## src/rtl/pwm_fault_pkg.sv

```systemverilog
package pwm_fault_pkg;
    // Register indices; the byte address is four times the index, since
    // the printed offsets are not all multiples of four.
    localparam logic [7:0] IDX_FAULT_OVR   = 8'h12;
    localparam logic [7:0] IDX_DLY_CTRL    = 8'h14;
    localparam logic [7:0] IDX_DLY_LEN     = 8'h15;
    localparam logic [7:0] IDX_FRAC_SEL    = 8'h18;
    localparam logic [7:0] IDX_FRAC_STEP   = 8'h19;
    localparam logic [7:0] IDX_HALT_CTRL   = 8'h1e;
    localparam logic [7:0] IDX_TRIG_MODE   = 8'h10;
    localparam logic [7:0] IDX_INT_STATUS  = 8'h30;
    localparam logic [7:0] IDX_INT_ENABLE  = 8'h31;
    localparam logic [7:0] IDX_INT_CLEAR   = 8'h32;
    localparam logic [7:0] IDX_STATE       = 8'h33;
    localparam logic [7:0] IDX_UNLOCK      = 8'h34;
    localparam logic [7:0] UNLOCK_KEY      = 8'hd8;
    localparam logic [7:0] REG_RESET      = 8'h00;
    localparam logic [3:0] UNLOCK_WINDOW  = 4'h4;
    // Field positions.
    localparam int OVR_EN_LSB    = 4;
    localparam int DLY_DIV_LSB   = 4;
    localparam int DLY_SRC_LSB   = 2;
    localparam int HALT_FAULT_BIT = 2;
    localparam int RUN_BREAK_BIT  = 0;
    // Trigger reaction codes.
    localparam logic [3:0] RX_NONE      = 4'h0;
    localparam logic [3:0] RX_JUMP_OPP  = 4'h1;
    localparam logic [3:0] RX_RUN_OPP   = 4'h2;
    localparam logic [3:0] RX_OPP_FAULT = 4'h3;
    localparam logic [3:0] RX_ALL_KEEP  = 4'h4;
    localparam logic [3:0] RX_ALL_DEAD  = 4'h5;
    localparam logic [3:0] RX_ALL_NEXT  = 4'h6;
    localparam logic [3:0] RX_ALL_SW    = 4'h7;
    localparam logic [3:0] RX_EDGE_NEXT = 4'h8;
    localparam logic [3:0] RX_EDGE_KEEP = 4'h9;
    localparam logic [3:0] RX_LVL_KEEP  = 4'ha;
    // Delay function and source codes.
    localparam logic [1:0] DLY_OFF   = 2'h0;
    localparam logic [1:0] DLY_BLANK = 2'h1;
    localparam logic [1:0] DLY_EVENT = 2'h2;
    localparam logic [1:0] SRC_A_SET = 2'h0;
    localparam logic [1:0] SRC_A_CLR = 2'h1;
    localparam logic [1:0] SRC_B_SET = 2'h2;
    localparam logic [1:0] SRC_END   = 2'h3;
    // Reaction states.
    typedef enum logic [2:0] {
        ST_RUN     = 3'b000,
        ST_OPP     = 3'b001,
        ST_WAIT    = 3'b011,
        ST_FAULTED = 3'b010,
        ST_SW      = 3'b110
    } react_state_t;
endpackage

```

## src/rtl/pwm_fault_delay_dither_ctrl.sv

```systemverilog
`timescale 1ns/10ps
// Summary of operation
// - Code 0 ignores triggers; code 1 stops output, jumps opposite, waits.
// - Code 2 runs opposite cycle then waits; code 3 runs it while faulted.
// - Code 4 stops all, keeps period; code 5 stops all with deadband.
// - Code 6 stops all, jumps next cycle, waits; code 7 awaits software.
// - Codes 8,9 stop on edge; code 10 stops while level active.
// - While faulted, each enabled output is forced to its fault level.
// - Delay prescaler divides delay clock by 1, 2, 4 or 8.
// - Delay start source: A set, A clear, B set, or cycle end.
// - Delay function: off, input blanking, output event; code 3 reserved.
// - Eight-bit delay length counted in prescaled timer cycles.
// - Fraction phase select adds dithering to ramp A and deadtime; ramp B always gets it.
// - Step added to 4-bit accumulator each cycle end; overflow adjusts.
// - Step value is double-buffered and loaded at update condition.
// - With halt_raises_fault set, a debug halt faults and sets triggers.
// - Without run_during_break, timer halts and ignores events at break.
module pwm_fault_delay_dither_ctrl (
    input  wire logic        clock,
    input  wire logic        rst,
    input  wire logic [7:0]  s_axi_awaddr,
    input  wire logic        s_axi_awvalid,
    output logic             s_axi_awready,
    input  wire logic [31:0] s_axi_wdata,
    input  wire logic [3:0]  s_axi_wstrb,
    input  wire logic        s_axi_wvalid,
    output logic             s_axi_wready,
    output logic [1:0]       s_axi_bresp,
    output logic             s_axi_bvalid,
    input  wire logic        s_axi_bready,
    input  wire logic [7:0]  s_axi_araddr,
    input  wire logic        s_axi_arvalid,
    output logic             s_axi_arready,
    output logic [31:0]      s_axi_rdata,
    output logic [1:0]       s_axi_rresp,
    output logic             s_axi_rvalid,
    input  wire logic        s_axi_rready,
    input  wire logic        trigger_a,
    input  wire logic        trigger_b,
    input  wire logic        debug_break,
    input  wire logic        compare_a_set_match,
    input  wire logic        compare_a_clear_match,
    input  wire logic        compare_b_set_match,
    input  wire logic        compare_b_clear_match,
    input  wire logic        update_condition,
    input  wire logic [3:0]  waveform_in,
    output logic [3:0]       waveform_output_pin,
    output logic             output_event,
    output logic             input_blanking,
    output logic             fraction_adjust_a,
    output logic             fraction_adjust_b,
    output logic             deadtime_adjust,
    output logic             timer_halted,
    output logic             stop_a,
    output logic             stop_b,
    output logic             irq
);
    logic [7:0] fault_output_override_reg;
    logic [7:0] delay_control_reg;
    logic [7:0] delay_length_reg;
    logic [7:0] fraction_phase_select_reg;
    logic [3:0] fraction_step_value_reg;
    logic [3:0] step_active_reg;
    logic [7:0] halt_behaviour_control_reg;
    logic [3:0] trigger_reaction_select_reg;
    logic [3:0] unlock_reg;
    logic [2:0] int_status_reg;
    logic [2:0] int_enable_reg;
    logic [3:0] acc_reg;
    logic [2:0] div_reg;
    logic [7:0] dly_cnt_reg;
    logic       dly_run_reg;
    logic [1:0] trig_sync1_reg;
    logic [1:0] trig_sync2_reg;
    logic [1:0] trig_prev_reg;
    logic       brk_sync1_reg;
    logic       brk_sync2_reg;
    logic       pending_aw_reg;
    logic       pending_w_reg;
    logic [7:0] awaddr_reg;
    logic [31:0] wdata_reg;
    logic       wstrb0_reg;
    pwm_fault_pkg::react_state_t state_reg;
    pwm_fault_pkg::react_state_t state_next;
    // Address decode and write handshake.
    wire        aw_take   = s_axi_awvalid & s_axi_awready;
    wire        w_take    = s_axi_wvalid & s_axi_wready;
    wire        have_aw   = pending_aw_reg | aw_take;
    wire        have_w    = pending_w_reg | w_take;
    wire        wr_fire   = have_aw & have_w & ~s_axi_bvalid;
    wire [7:0]  wr_addr   = pending_aw_reg ? awaddr_reg : s_axi_awaddr;
    wire [31:0] wr_data   = pending_w_reg ? wdata_reg : s_axi_wdata;
    wire        wr_lane   = pending_w_reg ? wstrb0_reg : s_axi_wstrb[0];
    wire        wr_ok     = wr_fire & wr_lane;
    wire [7:0]  wd        = wr_data[7:0];
    wire [5:0]  wr_idx    = wr_addr[7:2];
    wire [5:0]  rd_idx    = s_axi_araddr[7:2];
    wire        wr_ovr    = wr_ok & (wr_idx == pwm_fault_pkg::IDX_FAULT_OVR[5:0]);
    wire        unlocked  = unlock_reg != 4'h0;
    wire        wr_unlock = wr_ok & (wr_idx == pwm_fault_pkg::IDX_UNLOCK[5:0]);
    wire        wr_clear  = wr_ok & (wr_idx == pwm_fault_pkg::IDX_INT_CLEAR[5:0]);
    wire        wr_state  = wr_ok & (wr_idx == pwm_fault_pkg::IDX_STATE[5:0]);
    // Synchronised inputs and edges.
    wire        run_brk   =
        halt_behaviour_control_reg[pwm_fault_pkg::RUN_BREAK_BIT];
    wire        halt_flt  =
        halt_behaviour_control_reg[pwm_fault_pkg::HALT_FAULT_BIT];
    wire        halted    = brk_sync2_reg & ~run_brk;
    wire [1:0]  trig_lvl  = trig_sync2_reg & {2{~input_blanking}};
    wire [1:0]  trig_live = halted ? 2'b00 : trig_lvl;
    wire [1:0]  trig_edge = trig_live & ~trig_prev_reg;
    wire        halt_evt  = halted & halt_flt;
    wire        fault_lvl = (|trig_live) | halt_evt;
    wire        fault_edg = (|trig_edge) | halt_evt;
    wire [3:0]  mode      = trigger_reaction_select_reg;
    wire [1:0]  dsrc      = delay_control_reg[pwm_fault_pkg::DLY_SRC_LSB +: 2];
    wire        dly_start =
        (dsrc == pwm_fault_pkg::SRC_A_SET) ? compare_a_set_match :
        (dsrc == pwm_fault_pkg::SRC_A_CLR) ? compare_a_clear_match :
        (dsrc == pwm_fault_pkg::SRC_B_SET) ? compare_b_set_match :
                                             compare_b_clear_match;
    wire [1:0]  ddiv      = delay_control_reg[pwm_fault_pkg::DLY_DIV_LSB +: 2];
    wire        dly_tick  =
        (ddiv == 2'h0) ? 1'b1 :
        (ddiv == 2'h1) ? (div_reg[0] == 1'b1) :
        (ddiv == 2'h2) ? (div_reg[1:0] == 2'h3) :
                         (div_reg == 3'h7);
    wire [1:0]  dfunc     = delay_control_reg[1:0];
    wire        dly_done  = dly_run_reg & dly_tick &
                            (dly_cnt_reg + 8'h01 >= delay_length_reg);
    wire        cycle_end = compare_b_clear_match & ~halted;
    wire [4:0]  acc_sum   = {1'b0, acc_reg} + {1'b0, step_active_reg};
    wire        acc_ovf   = cycle_end & acc_sum[4];
    wire [1:0]  fsel      = fraction_phase_select_reg[1:0];
    always_comb begin
        state_next = state_reg;
        case (state_reg)
            pwm_fault_pkg::ST_RUN: begin
                if (fault_edg && mode != pwm_fault_pkg::RX_NONE) begin
                    case (mode)
                        pwm_fault_pkg::RX_JUMP_OPP,
                        pwm_fault_pkg::RX_ALL_NEXT:
                            state_next = pwm_fault_pkg::ST_WAIT;
                        pwm_fault_pkg::RX_RUN_OPP:
                            state_next = pwm_fault_pkg::ST_OPP;
                        pwm_fault_pkg::RX_ALL_SW:
                            state_next = pwm_fault_pkg::ST_SW;
                        default:
                            state_next = pwm_fault_pkg::ST_FAULTED;
                    endcase
                end
            end
            pwm_fault_pkg::ST_OPP:
                if (cycle_end) state_next = pwm_fault_pkg::ST_WAIT;
            pwm_fault_pkg::ST_WAIT:
                if (!fault_lvl && cycle_end) state_next = pwm_fault_pkg::ST_RUN;
            pwm_fault_pkg::ST_FAULTED: begin
                if (mode == pwm_fault_pkg::RX_EDGE_NEXT ||
                    mode == pwm_fault_pkg::RX_EDGE_KEEP) begin
                    if (cycle_end) state_next = pwm_fault_pkg::ST_RUN;
                end else if (!fault_lvl) begin
                    state_next = pwm_fault_pkg::ST_RUN;
                end
            end
            pwm_fault_pkg::ST_SW:
                if (wr_state) state_next = pwm_fault_pkg::ST_RUN;
            default: state_next = pwm_fault_pkg::ST_RUN;
        endcase
    end
    wire stopping  = state_next != pwm_fault_pkg::ST_RUN;
    wire all_modes = mode >= pwm_fault_pkg::RX_ALL_KEEP &&
                     mode <= pwm_fault_pkg::RX_ALL_SW;
    wire [1:0] stop_next = !stopping ? 2'b00 :
                           all_modes ? 2'b11 :
                           {trig_live[1] | trig_prev_reg[1] | stop_b,
                            trig_live[0] | trig_prev_reg[0] | stop_a};
    wire [3:0] ovr_en  = fault_output_override_reg[pwm_fault_pkg::OVR_EN_LSB +: 4];
    wire [3:0] wave_next = stopping ?
        ((ovr_en & fault_output_override_reg[3:0]) | (~ovr_en & 4'h0)) :
        waveform_in;
    wire [2:0] int_set = {acc_ovf, trig_edge[1] | halt_evt,
                          trig_edge[0] | halt_evt};

    always_ff @(posedge clock) begin
        if (rst) begin
            state_reg <= pwm_fault_pkg::ST_RUN;
            waveform_output_pin <= 4'h0;
            stop_a <= 1'b0;
            stop_b <= 1'b0;
            timer_halted <= 1'b0;
            trig_sync1_reg <= 2'b00;
            trig_sync2_reg <= 2'b00;
            trig_prev_reg <= 2'b00;
            brk_sync1_reg <= 1'b0;
            brk_sync2_reg <= 1'b0;
        end else begin
            state_reg <= state_next;
            waveform_output_pin <= wave_next;
            stop_a <= stop_next[0];
            stop_b <= stop_next[1];
            timer_halted <= halted;
            trig_sync1_reg <= {trigger_b, trigger_a};
            trig_sync2_reg <= trig_sync1_reg;
            trig_prev_reg <= trig_live;
            brk_sync1_reg <= debug_break;
            brk_sync2_reg <= brk_sync1_reg;
        end
    end
    always_ff @(posedge clock) begin
        if (rst) begin
            div_reg <= 3'h0;
            dly_cnt_reg <= 8'h00;
            dly_run_reg <= 1'b0;
            output_event <= 1'b0;
            input_blanking <= 1'b0;
        end else begin
            div_reg <= div_reg + 3'h1;
            output_event <= dly_done && dfunc == pwm_fault_pkg::DLY_EVENT;
            if (dly_start && !halted && (dfunc == pwm_fault_pkg::DLY_BLANK ||
                                         dfunc == pwm_fault_pkg::DLY_EVENT)) begin
                dly_run_reg <= 1'b1;
                dly_cnt_reg <= 8'h00;
                input_blanking <= dfunc == pwm_fault_pkg::DLY_BLANK;
            end else if (dly_done) begin
                dly_run_reg <= 1'b0;
                input_blanking <= 1'b0;
            end else if (dly_run_reg && dly_tick) begin
                dly_cnt_reg <= dly_cnt_reg + 8'h01;
            end
        end
    end
    always_ff @(posedge clock) begin
        if (rst) begin
            acc_reg <= 4'h0;
            step_active_reg <= 4'h0;
            fraction_adjust_a <= 1'b0;
            fraction_adjust_b <= 1'b0;
            deadtime_adjust <= 1'b0;
        end else begin
            if (update_condition) step_active_reg <= fraction_step_value_reg;
            if (cycle_end) acc_reg <= acc_sum[3:0];
            fraction_adjust_b <= acc_ovf;
            fraction_adjust_a <= acc_ovf & fsel[0];
            deadtime_adjust <= acc_ovf & fsel[1];
        end
    end
    // Register writes; unlock gate on the override register.
    always_ff @(posedge clock) begin
        if (rst) begin
            fault_output_override_reg <= pwm_fault_pkg::REG_RESET;
            delay_control_reg <= pwm_fault_pkg::REG_RESET;
            delay_length_reg <= pwm_fault_pkg::REG_RESET;
            fraction_phase_select_reg <= pwm_fault_pkg::REG_RESET;
            fraction_step_value_reg <= 4'h0;
            halt_behaviour_control_reg <= pwm_fault_pkg::REG_RESET;
            trigger_reaction_select_reg <= 4'h0;
            unlock_reg <= 4'h0;
            int_enable_reg <= 3'h0;
        end else begin
            if (wr_unlock && wd == pwm_fault_pkg::UNLOCK_KEY)
                unlock_reg <= pwm_fault_pkg::UNLOCK_WINDOW;
            else if (unlocked)
                unlock_reg <= unlock_reg - 4'h1;
            if (wr_ovr && unlocked) fault_output_override_reg <= wd;
            if (wr_ok) begin
                case (wr_idx)
                    pwm_fault_pkg::IDX_DLY_CTRL[5:0]:
                        delay_control_reg <= {2'b00, wd[5:0]};
                    pwm_fault_pkg::IDX_DLY_LEN[5:0]: delay_length_reg <= wd;
                    pwm_fault_pkg::IDX_FRAC_SEL[5:0]:
                        fraction_phase_select_reg <= {6'h00, wd[1:0]};
                    pwm_fault_pkg::IDX_FRAC_STEP[5:0]:
                        fraction_step_value_reg <= wd[3:0];
                    pwm_fault_pkg::IDX_HALT_CTRL[5:0]:
                        halt_behaviour_control_reg <= {5'h00, wd[2], 1'b0, wd[0]};
                    pwm_fault_pkg::IDX_TRIG_MODE[5:0]:
                        trigger_reaction_select_reg <= wd[3:0];
                    pwm_fault_pkg::IDX_INT_ENABLE[5:0]:
                        int_enable_reg <= wd[2:0];
                    default: ;
                endcase
            end
        end
    end
    // Sticky status: a set in the same cycle as a clear wins.
    always_ff @(posedge clock) begin
        if (rst) begin
            int_status_reg <= 3'h0;
            irq <= 1'b0;
        end else begin
            int_status_reg <= (int_status_reg & ~(wr_clear ? wd[2:0] : 3'h0))
                              | int_set;
            irq <= |(int_status_reg & int_enable_reg);
        end
    end
    wire [7:0] rd_val =
        (rd_idx == pwm_fault_pkg::IDX_FAULT_OVR[5:0]) ? fault_output_override_reg :
        (rd_idx == pwm_fault_pkg::IDX_DLY_CTRL[5:0])  ? delay_control_reg :
        (rd_idx == pwm_fault_pkg::IDX_DLY_LEN[5:0])   ? delay_length_reg :
        (rd_idx == pwm_fault_pkg::IDX_FRAC_SEL[5:0])  ? fraction_phase_select_reg :
        (rd_idx == pwm_fault_pkg::IDX_FRAC_STEP[5:0]) ? {4'h0, fraction_step_value_reg} :
        (rd_idx == pwm_fault_pkg::IDX_HALT_CTRL[5:0]) ? halt_behaviour_control_reg :
        (rd_idx == pwm_fault_pkg::IDX_TRIG_MODE[5:0]) ? {4'h0, trigger_reaction_select_reg} :
        (rd_idx == pwm_fault_pkg::IDX_INT_STATUS[5:0]) ? {5'h00, int_status_reg} :
        (rd_idx == pwm_fault_pkg::IDX_INT_ENABLE[5:0]) ? {5'h00, int_enable_reg} :
        (rd_idx == pwm_fault_pkg::IDX_STATE[5:0])     ? {5'h00, state_reg} :
                                                        8'h00;
    // Bus slave: one write and one read in flight; unmapped reads give zero.
    always_ff @(posedge clock) begin
        if (rst) begin
            s_axi_awready <= 1'b0;
            s_axi_wready <= 1'b0;
            s_axi_bvalid <= 1'b0;
            s_axi_bresp <= 2'h0;
            s_axi_arready <= 1'b0;
            s_axi_rvalid <= 1'b0;
            s_axi_rdata <= 32'h0;
            s_axi_rresp <= 2'h0;
            pending_aw_reg <= 1'b0;
            pending_w_reg <= 1'b0;
            awaddr_reg <= 8'h00;
            wdata_reg <= 32'h0;
            wstrb0_reg <= 1'b0;
        end else begin
            s_axi_awready <= ~have_aw & ~s_axi_bvalid & ~s_axi_awready;
            s_axi_wready <= ~have_w & ~s_axi_bvalid & ~s_axi_wready;
            if (aw_take) begin
                awaddr_reg <= s_axi_awaddr;
            end
            if (w_take) begin
                wdata_reg <= s_axi_wdata;
                wstrb0_reg <= s_axi_wstrb[0];
            end
            if (wr_fire) begin
                pending_aw_reg <= 1'b0;
                pending_w_reg <= 1'b0;
                s_axi_bvalid <= 1'b1;
            end else begin
                pending_aw_reg <= have_aw;
                pending_w_reg <= have_w;
                if (s_axi_bready) s_axi_bvalid <= 1'b0;
            end
            s_axi_arready <= ~s_axi_arvalid | s_axi_arready ? 1'b0 :
                             ~s_axi_rvalid;
            if (s_axi_arvalid && s_axi_arready) begin
                s_axi_rvalid <= 1'b1;
                s_axi_rdata <= {24'h0, rd_val};
            end else if (s_axi_rready) begin
                s_axi_rvalid <= 1'b0;
            end
        end
    end
    a_override_level: assert property (@(posedge clock) disable iff (rst)
        (state_next != pwm_fault_pkg::ST_RUN) |=>
        ((waveform_output_pin & $past(ovr_en)) ==
         ($past(fault_output_override_reg) & $past(ovr_en))))
        else $error("Override level not applied.");
    a_step_buffered: assert property (@(posedge clock) disable iff (rst)
        !update_condition |=> $stable(step_active_reg))
        else $error("Active step changed without update.");
    a_mode_none_idle: assert property (@(posedge clock) disable iff (rst)
        (state_reg == pwm_fault_pkg::ST_RUN && mode == pwm_fault_pkg::RX_NONE)
        |=> state_reg == pwm_fault_pkg::ST_RUN)
        else $error("No-action mode left run state.");
    a_await_sw_hold: assert property (@(posedge clock) disable iff (rst)
        (state_reg == pwm_fault_pkg::ST_SW && !wr_state) |=>
        state_reg == pwm_fault_pkg::ST_SW)
        else $error("Software wait left without write.");
    a_halt_flags: assert property (@(posedge clock) disable iff (rst)
        halt_evt |=> int_status_reg[1:0] == 2'b11)
        else $error("Halt fault did not set trigger flags.");
    a_break_ignore: assert property (@(posedge clock) disable iff (rst)
        (halted && !halt_flt) |=>
        (int_status_reg[1:0] & ~$past(int_status_reg[1:0])) == 2'b00)
        else $error("Event seen during break.");
    a_locked_write: assert property (@(posedge clock) disable iff (rst)
        (wr_ovr && !unlocked) |=> $stable(fault_output_override_reg))
        else $error("Locked override write took effect.");
    a_delay_off: assert property (@(posedge clock) disable iff (rst)
        (dfunc == pwm_fault_pkg::DLY_OFF && !input_blanking) |=>
        !input_blanking)
        else $error("Blanking started with delay off.");
endmodule

```

## config.mk

```make
export PLATFORM = sky130hd
export DESIGN_NAME = pwm_fault_delay_dither_ctrl
export DESIGN_NICKNAME = d
export VERILOG_FILES = /design/src/rtl/pwm_fault_pkg.sv /design/src/rtl/pwm_fault_delay_dither_ctrl.sv
export SDC_FILE = /design/constraint.sdc
export NUM_CORES = 1
export LEC_CHECK = 0
export BUFFER_PORTS_ARGS = -buffer_cell sky130_fd_sc_hd__buf_2
export CORE_MARGIN = 4
export CORE_UTILIZATION = 61
export CTS_BUF_LIST = sky130_fd_sc_hd__clkbuf_8
export DETAILED_ROUTE_END_ITERATION = 16
export HOLD_SLACK_MARGIN = 0.06
export PLACE_DENSITY = 0.85
export SLEW_MARGIN = 0
export SYNTH_ARGS = -nofsm -noshare
export SYNTH_HDL_FRONTEND = slang
export SYNTH_SLANG_ARGS = --single-unit
```

## constraint.sdc

```tcl
create_clock -name clock -period 5 [get_ports clock]
set_input_delay 0.75 -clock clock [delete_from_list [all_inputs] [get_ports clock]]
set_output_delay 0.75 -clock clock [all_outputs]
set_load 0.1 [all_outputs]
```

==> summary.txt <==
STA
  – Setup Skew: 0.00928 ns
  – Hold Fails Final Rpt: 0
  – Final min period: 2.95 ns
  – Slew Viols, Final: 0
  – Period Utilization, post-route: 0.590
  – Final setup vio count: 0
  – Slew headroom: 0.372
  – Unrepaired setup endpoints after global routing: false
  – Setup TNS: 0 ns
  – Tightest Pin Transition: 0.935 ns
  – Fmax: 339 MHz

Placement
  – Detailed placer's ending HPWL: 10.3 mm
  – Final Wtd Congestion: 0.927
  – Placed cells: 834
  – Number of port buffers: 65

Final layout
  – Most frequent cells in the layout: 118 x dfxtp_1, 74 x nor2_1, 68 x nand2_1, 64 x buf_2, 46 x mux2i_1
  – P&R area growth vs syn: 10.5%
  – Filler Cells Inserted: 713
  – Fraction of final layout cells sized beyond drive strength 1: 0.168
  – Antenna diodes: 0
  – Commonest non-fill, non-tap cell in the layout: dfxtp_1
  – Layout net count: 814
  – Post-Layout Cell Count: 866

Logic synthesis
  – Post-Synth XOR/XNOR Area: 0.0148
  – Asr flop ratio synth: 0
  – Mapped cell area: 0.00590 mm^2
  – Sequential area share after synthesis: 0.401
  – Synth Area in Simple Gates: 0.217
  – Main combinational cell family by area after synthesis: simple AND/OR/NAND/NOR gates
  – Synthesis Warnings: 0
  – Count of cell types in the netlist: 68
  – Post-Synth Adder-Cell Area: 0.0416
  – Post-synthesis mux area share: 0.111
  – Post-synth EDFFs: 0
  – Synth Instances: 672
  – Complex-gate fraction of the synthesized area: 0.135
  – Ys flop type: dfxtp_1
  – Register bit total from synthesis: 118
  – Avg Cell Area, Syn: 8.78 um^2

Worst setup path
  – Critical Path Max Stage Delay: 0.40 ns
  – CP Cell Sequence: and3_1 -> and3_1 -> and3_1 -> xor2_1 -> ha_1 -> a2111o_1 -> a31oi_1 -> o21ai_0 -> buf_4 -> a21boi_0 -> mux2i_1
  – CP required: 5.37 ns
  – Startpoint types: flop
  – Worst path arrival time: 3.32 ns
  – Worst Setup End Kind: flop
  – Most used cell, CP: and3_1
  – Critical path peak fanout: 8
  – Critical Setup Path Class: flop to flop
  – Slowest cell on crit path: dfxtp_1

Pwr
  – Pwr dens: 338 mW/mm^2
  – VDD IR max: 0.171 mV
  – Leak: 0.00288 uW
  – Total power: 2200 uW

Clock network
  – Post_cts resized: 0
  – Clock Tree Root: clkbuf_8
  – CTS tree: done
  – H-tree lvl count: 4
  – Worst-path clk slew: 0.07 ns
  – Setup Buffers After CTS: 0
  – Hold_buf cts: 0
  – CTS sink count: 118
  – Clock buffer depth: 2
  – Clk_lat worst skew: 0.44 ns
  – Total CTS buffers: 17

Global route
  – All-Layer GR Usage: 0.258
  – Largest net degree at the start of global routing: 60
  – First-pass GRT wire length: 23.1 mm
  – Global route total overflow: 0
  – Antenna violations before repair: 1
  – Vias in the first global route: 4924

Die
  – Cell row count: 35
  – Ports: 125
  – Die Height: 106 um
  – Core ar.: 0.00933 mm^2
  – Die Wd: 106 um
  – Die Footprint: 0.0113 mm^2
  – Initial Utilization: 0.632

Routing
  – Antenna-violating nets left: 0
  – Wire length per cell: 16.5 um
  – Total Wirelength: 14.3 mm
  – Via density: 5.85
  – Remaining DRCs: 0
  – First drt pass iteration count: 5
  – Vias: 5069
  – Initial DRC Count: 370

Worst hold path
  – Worst min-delay path class: flop to flop

Outcome
  – Status: complete, no violations

Job
  – Max_cap viols: 0
-- power by group --
part           total (uW)  switching, uW  internal [uW]
clock                 845            396            449
combinational         351            267           83.7
sequential           1000           31.6            973
total                2200            695           1510
-- worst paths after layout --
path	start	end	slack, ns	cells past startpoint
setup / recovery	dly_cnt_reg[0]$_SDFFE_PP0P_	dly_cnt_reg[0]$_SDFFE_PP0P_	2.05	11
hold / removal	trig_sync1_reg[1]$_SDFF_PP0_	trig_sync2_reg[1]$_SDFF_PP0_	0.44	1
setup reg to reg	dly_cnt_reg[0]$_SDFFE_PP0P_	dly_cnt_reg[0]$_SDFFE_PP0P_	2.05	11
hold reg to reg	trig_sync1_reg[1]$_SDFF_PP0_	trig_sync2_reg[1]$_SDFF_PP0_	0.44	1
-- cells by family (layout without fill, tap and decap cells) --
logic type / Yosys count / after routing
simple gates: 259 / 259
flops: 118 / 118
compound gates: 117 / 117
buf+inv: 86 / 124
mux: 62 / 62
fa+ha+maj: 19 / 19
xor+xnor: 10 / 10
other cells: 1 / 28
-- routing by layer --
layer / track usage / wire (um) / vias up
li1: - / - / 2419
met1: 0.292 / 5570 / 2357
met2: 0.446 / 7070 / 224
met3: 0.0765 / 1110 / 67
met4: 0.116 / 535 / 2
met5: 0 / 25 / -
-- area by class of cell --
type                    instances  area [um^2]  area share
repair buffers                 68          350      0.0538
flip-flops and latches        118         2360       0.362
clock buffers                  18          248      0.0380
multi-input cells             495         3170       0.486
well taps                     129          161      0.0248
clock inverters                14          136      0.0209
inverters                      24         90.1      0.0138
-- synthesized netlist by cell type (10+ instances only) --
master	count	area (um^2)
a21oi_1	41	205
clkbuf_1	18	67.6
a211oi_1	12	90.1
nor2_1	74	278
mux2i_1	46	460
mux2_2	14	158
inv_1	24	90.1
nand2b_1	12	75.1
ha_1	18	225
nand3b_1	10	75.1
buf_4	31	233
nand2_1	68	255
nand3_1	24	120
nor2b_1	11	68.8
dfxtp_1	118	2360
or3_1	12	75.1
o21ai_0	13	65.1
nor3_1	10	50.1
-- worst max-delay path: cells and delay by family (launching register included) --
kind	cells	cell delay, ns
compound gates	4	1.07
xor+xnor	1	0.08
fa+ha+maj	1	0.19
buf+inv	1	0.22
flops	1	0.40
mux	1	0.24
simple gates	3	0.67
-- per-stage QoR --
stage / worst slack (ns) / cell area, um^2 / util / hold slack, ns
floorplan: 2.38 / 6000 / - / 0.414
global placement: 2.20 / 6130 / 0.658 / 0.418
detailed placement: 2.08 / 6130 / 0.658 / 0.424
CTS: 2.06 / 6520 / 0.699 / 0.442
global route: 1.88 / 6520 / 0.699 / 0.450
finish: 2.05 / 6520 / 0.699 / 0.437
Power figures use the tool's default switching activity.
